==> src/shared/rtc_cfg.svh <==
// Offsets, field masks and timing counts for the calendar clock block.
// Assumes byte addresses of the serial register port; each register is one 16-bit word.
`ifndef RTC_CFG_SVH
`define RTC_CFG_SVH

// ----------------------------------------
// Register offsets
// ----------------------------------------
`define RTC_ADDR_FLASH_COUNT 7'h00
`define RTC_ADDR_CHECKSUM    7'h1e
`define RTC_ADDR_TIME        7'h2e
`define RTC_ADDR_DATE        7'h30
`define RTC_ADDR_YEAR        7'h32
`define RTC_ADDR_WAKE_TIME   7'h34
`define RTC_ADDR_WAKE_DATE   7'h36
`define RTC_ADDR_GLOBAL_CMD  7'h4a

// ----------------------------------------
// Field masks, bits and reset values
// ----------------------------------------
`define RTC_MASK_TIME        16'h3f7f
`define RTC_MASK_DATE        16'h1f3f
`define RTC_MASK_YEAR        16'h00ff
`define RTC_MASK_WAKE_TIME   16'hbf7f
`define RTC_MASK_WAKE_DATE   16'h3f3f
`define RTC_WAKE_EN_BIT      15
`define RTC_CMD_STANDBY_BIT  2
`define RTC_CMD_WAKE_BIT     8
`define RTC_CMD_FLASH_MASK   16'h000b
`define RTC_RESET_WORD       16'h0000

// ----------------------------------------
// Timing
// ----------------------------------------
`define RTC_CLK_HZ           64'd40000000
`define RTC_MINUTE_S         64'd60
`define RTC_MINUTE_CYCLES    (`RTC_MINUTE_S * `RTC_CLK_HZ)
`define RTC_WAKE_BUSY_US     64'd200
`define RTC_WAKE_BUSY_CYCLES (`RTC_WAKE_BUSY_US * `RTC_CLK_HZ / 64'd1000000)

`endif

==> src/shared/rtc_pkg.sv <==
// Types shared by the calendar clock block.
// Assumes the constants header is included wherever offsets are needed.
package rtc_pkg;
  typedef logic [15:0] word_t;
  typedef enum logic [1:0] {PWR_RUN, PWR_STANDBY, PWR_WAKING} power_e;
endpackage : rtc_pkg

==> src/hw/rtc_calendar.sv <==
// BCD time and calendar keeper with timed wake-up, checksum view and flash write counter.
// Assumes a register port in the clk_i domain and event/checksum inputs from on-chip logic.
`timescale 1ns/1ps
`include "rtc_cfg.svh"

module rtc_calendar #(
  parameter logic [31:0] MINUTE_CYCLES    = 32'(`RTC_MINUTE_CYCLES),
  parameter logic [15:0] WAKE_BUSY_CYCLES = 16'(`RTC_WAKE_BUSY_CYCLES)
) (
  // Clock and reset
  input  wire logic          clk_i,
  input  wire logic          rst_i,
  // Register port
  input  wire logic [6:0]    reg_addr_i,
  input  wire rtc_pkg::word_t reg_wdata_i,
  input  wire logic          reg_wr_i,
  input  wire logic          reg_rd_i,
  output rtc_pkg::word_t     reg_rdata_o,
  // Device side
  input  wire logic          event_capture_i,
  input  wire rtc_pkg::word_t checksum_i,
  output rtc_pkg::word_t     header_time_o,
  output rtc_pkg::word_t     header_date_o,
  output rtc_pkg::word_t     header_year_o,
  output logic               standby_o,
  output logic               busy_o
);
  import rtc_pkg::*;

  // ----------------------------------------
  // State
  // ----------------------------------------
  word_t       time_q, date_q, year_q, wake_time_q, wake_date_q, flash_count_q, rdata_q;
  word_t       hdr_time_q, hdr_date_q, hdr_year_q;
  word_t       time_n, date_n, year_n;
  power_e      pwr_q;
  logic [31:0] presc_q;
  logic [15:0] busy_q;
  logic        first_done_q;
  logic        tick, wr_ok, cmd_wr, cmd_flash, first_cap, wake_hit, leap;
  logic [7:0]  last_day;

  function automatic logic [7:0] bcd_inc(input logic [7:0] v);
    bcd_inc = (v[3:0] == 4'h9) ? {v[7:4] + 4'h1, 4'h0} : {v[7:4], v[3:0] + 4'h1};
  endfunction : bcd_inc

  // Access is held off while waking so a half-restored state is never seen
  assign wr_ok     = reg_wr_i && (pwr_q != PWR_WAKING);
  assign cmd_wr    = wr_ok && (reg_addr_i == `RTC_ADDR_GLOBAL_CMD);
  assign cmd_flash = cmd_wr && |(reg_wdata_i & `RTC_CMD_FLASH_MASK);
  assign first_cap = event_capture_i && !first_done_q;
  assign tick      = (presc_q == MINUTE_CYCLES - 32'h1);

  // ----------------------------------------
  // Calendar next value
  // ----------------------------------------
  always_comb
  begin
    leap = date_q[12] ? 1'b0 : 1'b0;
    leap = (year_q[4] == 1'b0) ? (year_q[3:0] == 4'h0 || year_q[3:0] == 4'h4 || year_q[3:0] == 4'h8)
                               : (year_q[3:0] == 4'h2 || year_q[3:0] == 4'h6);
    unique case (date_q[12:8])
      5'h02:                      last_day = leap ? 8'h29 : 8'h28;
      5'h04, 5'h06, 5'h09, 5'h11: last_day = 8'h30;
      default:                    last_day = 8'h31;
    endcase
    time_n = time_q;
    date_n = date_q;
    year_n = year_q;
    // Carries cascade so no digit ever leaves its decimal range
    if (time_q[6:0] != 7'h59)
      time_n[6:0] = 7'(bcd_inc({1'b0, time_q[6:0]}));
    else
    begin
      time_n[6:0] = 7'h00;
      if (time_q[13:8] != 6'h23)
        time_n[13:8] = 6'(bcd_inc({2'b00, time_q[13:8]}));
      else
      begin
        time_n[13:8] = 6'h00;
        if ({2'b00, date_q[5:0]} < last_day)
          date_n[5:0] = 6'(bcd_inc({2'b00, date_q[5:0]}));
        else
        begin
          date_n[5:0] = 6'h01;
          if (date_q[12:8] < 5'h12)
            date_n[12:8] = 5'(bcd_inc({3'b000, date_q[12:8]}));
          else
          begin
            date_n[12:8] = 5'h01;
            year_n[7:0]  = (year_q[7:0] == 8'h99) ? 8'h00 : bcd_inc(year_q[7:0]);
          end
        end
      end
    end
  end

  // Timed wake looks at the value about to be loaded on this tick
  assign wake_hit = tick && (pwr_q == PWR_STANDBY) && wake_time_q[`RTC_WAKE_EN_BIT]
                    && (time_n[13:0] == wake_time_q[13:0])
                    && ({1'b0, date_n[12:0]} == wake_date_q[13:0]);

  // ----------------------------------------
  // Minute prescaler
  // ----------------------------------------
  always_ff @(posedge clk_i or posedge rst_i)
    if (rst_i)
      presc_q <= 32'h0;
    else if (tick || (wr_ok && reg_addr_i == `RTC_ADDR_TIME))
      presc_q <= 32'h0;
    else
      presc_q <= presc_q + 32'h1;

  // ----------------------------------------
  // Clock registers
  // ----------------------------------------
  always_ff @(posedge clk_i or posedge rst_i)
    if (rst_i)
    begin
      time_q <= `RTC_RESET_WORD;
      date_q <= `RTC_RESET_WORD;
      year_q <= `RTC_RESET_WORD;
    end
    else
    begin
      // A host write wins over the tick for that one register
      if (wr_ok && reg_addr_i == `RTC_ADDR_TIME)
        time_q <= reg_wdata_i & `RTC_MASK_TIME;
      else if (tick)
        time_q <= time_n;
      if (wr_ok && reg_addr_i == `RTC_ADDR_DATE)
        date_q <= reg_wdata_i & `RTC_MASK_DATE;
      else if (tick)
        date_q <= date_n;
      if (wr_ok && reg_addr_i == `RTC_ADDR_YEAR)
        year_q <= reg_wdata_i & `RTC_MASK_YEAR;
      else if (tick)
        year_q <= year_n;
    end

  // Wake registers are written by the host ahead of standby
  always_ff @(posedge clk_i or posedge rst_i)
    if (rst_i)
    begin
      wake_time_q <= `RTC_RESET_WORD;
      wake_date_q <= `RTC_RESET_WORD;
    end
    else
    begin
      if (wr_ok && reg_addr_i == `RTC_ADDR_WAKE_TIME)
        wake_time_q <= reg_wdata_i & `RTC_MASK_WAKE_TIME;
      if (wr_ok && reg_addr_i == `RTC_ADDR_WAKE_DATE)
        wake_date_q <= reg_wdata_i & `RTC_MASK_WAKE_DATE;
    end

  // ----------------------------------------
  // Power state
  // ----------------------------------------
  always_ff @(posedge clk_i or posedge rst_i)
    if (rst_i)
    begin
      pwr_q  <= PWR_RUN;
      busy_q <= 16'h0;
    end
    else
      unique case (pwr_q)
        PWR_RUN:
          if (cmd_wr && reg_wdata_i[`RTC_CMD_STANDBY_BIT] && !reg_wdata_i[`RTC_CMD_WAKE_BIT])
            pwr_q <= PWR_STANDBY;
        PWR_STANDBY:
          if (wake_hit || (cmd_wr && reg_wdata_i[`RTC_CMD_WAKE_BIT]))
          begin
            pwr_q  <= PWR_WAKING;
            busy_q <= WAKE_BUSY_CYCLES - 16'h1;
          end
        PWR_WAKING:
          if (busy_q == 16'h0)
            pwr_q <= PWR_RUN;
          else
            busy_q <= busy_q - 16'h1;
      endcase

  assign standby_o = (pwr_q == PWR_STANDBY);
  assign busy_o    = (pwr_q == PWR_WAKING);

  // ----------------------------------------
  // Flash write counter and event header
  // ----------------------------------------
  // A flash command write and the first capture in one cycle are two flash cycles
  always_ff @(posedge clk_i or posedge rst_i)
    if (rst_i)
    begin
      flash_count_q <= `RTC_RESET_WORD;
      first_done_q  <= 1'b0;
    end
    else
    begin
      flash_count_q <= flash_count_q + {15'h0, cmd_flash} + {15'h0, first_cap};
      if (event_capture_i)
        first_done_q <= 1'b1;
    end

  always_ff @(posedge clk_i or posedge rst_i)
    if (rst_i)
    begin
      hdr_time_q <= `RTC_RESET_WORD;
      hdr_date_q <= `RTC_RESET_WORD;
      hdr_year_q <= `RTC_RESET_WORD;
    end
    else if (event_capture_i)
    begin
      hdr_time_q <= time_q;
      hdr_date_q <= date_q;
      hdr_year_q <= year_q;
    end

  assign header_time_o = hdr_time_q;
  assign header_date_o = hdr_date_q;
  assign header_year_o = hdr_year_q;

  // ----------------------------------------
  // Register read
  // ----------------------------------------
  always_ff @(posedge clk_i or posedge rst_i)
    if (rst_i)
      rdata_q <= `RTC_RESET_WORD;
    else if (reg_rd_i && pwr_q != PWR_WAKING)
      unique case (reg_addr_i)
        `RTC_ADDR_FLASH_COUNT: rdata_q <= flash_count_q;
        `RTC_ADDR_CHECKSUM:   rdata_q <= checksum_i;
        `RTC_ADDR_TIME:       rdata_q <= time_q;
        `RTC_ADDR_DATE:       rdata_q <= date_q;
        `RTC_ADDR_YEAR:       rdata_q <= year_q;
        `RTC_ADDR_WAKE_TIME:  rdata_q <= wake_time_q;
        `RTC_ADDR_WAKE_DATE:  rdata_q <= wake_date_q;
        default:              rdata_q <= `RTC_RESET_WORD;
      endcase

  assign reg_rdata_o = rdata_q;
endmodule : rtc_calendar

==> config.mk <==
export PLATFORM = sky130hd
export DESIGN_NAME = rtc_calendar
export DESIGN_NICKNAME = d
export VERILOG_FILES = /design/src/shared/rtc_pkg.sv /design/src/hw/rtc_calendar.sv
export VERILOG_INCLUDE_DIRS = /design/src /design/src/shared
export SDC_FILE = /design/constraint.sdc
export NUM_CORES = 1
export LEC_CHECK = 0
export BUFFER_PORTS_ARGS = -buffer_cell sky130_fd_sc_hd__buf_2
export CORE_ASPECT_RATIO = 0.7
export CORE_UTILIZATION = 30
export DETAILED_ROUTE_END_ITERATION = 6
export PLACE_DENSITY_LB_ADDON = 0.25
export SYNTH_ARGS = -nofsm -noshare
export SYNTH_HDL_FRONTEND = slang
export SYNTH_SLANG_ARGS = --single-unit
==> constraint.sdc <==
create_clock -name clk_i -period 7 [get_ports clk_i]
set_clock_uncertainty 0.2 [all_clocks]
set_input_delay 0.35 -clock clk_i [delete_from_list [all_inputs] [get_ports clk_i]]
set_output_delay 0.35 -clock clk_i [all_outputs]
set_load 0.05 [all_outputs]
==> flow_summary.toml <==
[timing]
relSlewSlack_pct = 29.29
fin_setup_tns_ns = 0
max_freq_ghz = 0.1800
finalSetupViolCount = 0
hold_violations = 0
grt_setup_unrepaired = "no"
fin_crit_sh_pct = 79.35
worst_slew_pin_slew_ns = 1.061
timing.final.crit_period_ns = 5.554
drv_slew = 0

[worst_setup_path]
path_max_fanout = 20
cp_top_family = "simple AND/OR/NAND/NOR gates"
endpoint_kind = "flip-flop"
arrival_ns = 5.69
path_class = "reg -> reg"
slowest_stage = "a21oi_2"
path_buf_inv = 1
critical_path.most_common_cell = "or4_1"
critPathLaunchType = "flip-flop"
path_cells = "nand2b_1, or4_1, inv_1, ha_1, o21ai_0, nor2_1, nand2_1, nor2_4, o31ai_1, or4_1, or4_1, a21oi_2, a31oi_1, a311o_1"
cp_slowest_stage_delay_ns = 0.80
required_ns = 7.13

[global_routing]
grt_overflow = 0
grt_usage_pct = 17.93
grt_pass1_vias = 7542
antenna_found_initial = 1
grt_pass1_wl_um = 45710
grt_max_degree = 111

[cts]
tritoncts = "yes"
cts_resized = 0
clock_sinks = 173
clk_path_buf_depth = 2
clkTransAtPathRegs_ns = 0.07
cts_root_buf = "clkbuf_16"
numCtsBuffers = 17
h-tree-depth = 4
clk_latency_ns = 0.45

[cells_and_area]
nets = 1192
fin_area_mm2 = 0.01151
layout-drive-gt1-share_pct = 18.84
area_delta_synth_final_pct = 14.76
final_util_pct = 35.27
diodes = 0

[routing]
drt-pass1-iter-count = 7
vias_per_cell = 5.240
ant_nets = 0
finalWirelength_um = 29850
drc = 15
first_iter_violations = 815
via_count = 8216
routedWlPerCell_um = 19.03

[flow_run]
max-cap-violations = 0

[logic_synthesis]
yosysSeqAreaShare_pct = 43.18
synth_compound_area_share_pct = 14.08
ys_seq_elements = 173
synthTopCellsByArea = "dfrtp_1, mux2_2, nand2_1, o21ai_0, mux2i_1"
yosys_warnings = 0
synthSimpleGateAreaFrac_pct = 20.30
synth_top_family_by_area = "simple AND/OR/NAND/NOR gates"
netlist_area_mm2 = 0.01003
synth.avg_cell_area_um2 = 9.467
synthArstFlopShare_pct = 100.0
synth_edf_count = 0
synth.mux.area_fraction_pct = 9.846
yosys.area.top_type = "dfrtp_1"
yosysTopAreaCellShare_pct = 43.18
synth_fa_ha_area_share_pct = 2.571
netlist_instances = 1059
ys_types = 78
yosysMostFrequentCell = "dfrtp_1"
yosys.area_share.xor_xnor_pct = 5.329
synth_common_cells = "dfrtp_1, nand2_1, o21ai_0"
synth_top_flop_cell = "dfrtp_1"

[place]
io_buffers = 92
post_dp_cell_area_mm2 = 0.01080
dpl.hpwl_um = 22230
gp_congestion = 0.8983

[power]
ir_worst_vdd_mv = 0.1529
power_frac_comb_pct = 25.8
p_sw_mw = 1.092
p_int_mw = 2.004
total_power_mw = 3.096
clockPowerShare_pct = 32.7
seq_power_share_pct = 41.4
cellLeakagePower_nw = 4.787
powerDensity_mw_per_mm2 = 269.1
switching_share_pct = 35.28

[die]
die-height_um = 155.0
start_util_pct = 30.74
design.die.area_mm2 = 0.03417
rows = 55
core_mm2 = 0.03262
io_pins = 110
die_w_um = 220.5

[status]
status = "finished, violations left"
violations = "DRC"

[min_path]
hold_class = "in -> reg"
==> stage by stage <==
step	worst slack [ns]	std cells	hold slack, ns
detailed placement	1.501	1528	0.2478
global placement	1.569	1528	0.2427
CTS	1.492	1568	0.002341
global route	1.067	1568	0.01665
finish	1.446	1568	0.02130
floorplan	1.762	1074	0.2267
==> area by class of cell <==
type	instances	area, um^2
flip-flops and latches	173	4329
clock inverters	10	135.1
clock buffers	22	494.2
fillers	3363	21110
multi-input cells	797	5303
well taps	427	534.3
repair buffers	105	578.1
inverters	34	132.6
==> layer usage <==
layer / vias up / global-route usage [%] / wire, um
met3: 17 / 4.555 / 3059
met2: 257 / 22.69 / 11470
li1: 3922 / - / -
met4: 4 / 4.958 / 205
met1: 4016 / 28.59 / 14940
met5: - / 3.333 / 169
==> flip-flops by register name, indices dropped and copies added (netlist names) <==
| register | count |
|---|---|
| time_q | 13 |
| wake_time_q | 14 |
| busy_q | 16 |
| pwr_q | 2 |
| year_q | 8 |
| reg_rdata_o | 16 |
| first_done_q | 1 |
| wake_date_q | 12 |
| header_time_o | 13 |
| flash_count_q | 16 |
| header_date_o | 11 |
| date_q | 11 |
| header_year_o | 8 |
| presc_q | 32 |
==> worst paths after layout <==
check	cells after the start	from	slack, ns	end
max in group asynchronous	4	rst_i	4.66	date_q[4]
worst min-delay path	3	reg_wdata_i[0]	0.02	year_q[0]
worst max register to register	14	date_q[12]	1.45	busy_q[11]
worst max-delay path	14	date_q[12]	1.45	busy_q[11]
min in group asynchronous	3	rst_i	0.50	header_time_o[10]
worst min register to register	1	first_done_q	0.27	first_done_q
==> power groups by stage <==
| stage | logic, mW | registers (mW) | clock network [mW] |
|---|---|---|---|
| floorplan | 0.550 | 1.33 | 0 |
| global placement | 0.787 | 1.30 | 0 |
| detailed placement | 0.797 | 1.30 | 0 |
| CTS | 0.804 | 1.28 | 1.04 |
| global route | 0.883 | 1.30 | 1.08 |
| finish | 0.800 | 1.28 | 1.01 |
==> cell families after synthesis <==
logic type / count (synthesis)
buffers and inverters: 104
muxes: 91
adders and majority gates: 20
other: 1
and+or+nand+nor: 391
AOI/OAI and AO/OA: 218
xor gates and xnor gates: 61
DFF: 173
==> cell usage in the layout (no fill, tap or decap), types with 16 or more instances in the layout <==
cell | synthesis | layout
dfrtp_1 | 173 | 173
nand2_1 | 114 | 114
buf_2 | 7 | 92
o21ai_0 | 75 | 75
nor2_1 | 73 | 73
mux2_2 | 61 | 61
a21oi_1 | 45 | 45
nand3_1 | 34 | 34
xnor2_1 | 34 | 34
inv_1 | 34 | 33
nor3_1 | 32 | 32
mux2i_1 | 30 | 30
xor2_1 | 27 | 27
nor4_1 | 19 | 19
ha_1 | 19 | 19
clkbuf_16 | 0 | 17
and3_1 | 16 | 16
conb_1 | 1 | 16
==> timing repair <==
item	4_1_cts	5_1_grt
hold buffers	8	0
endpoints found under the hold margin	62	0
buffers inserted	0	0
==> worst min-delay path: cells and delay by family <==
| kind | cells | cell delay (ns) |
|---|---|---|
| compound gates | 1 | 0.06 |
| buf+inv | 1 | 0.15 |
| simple gates | 1 | 0.06 |
No activity file was read; power rests on OpenSTA's default activity.
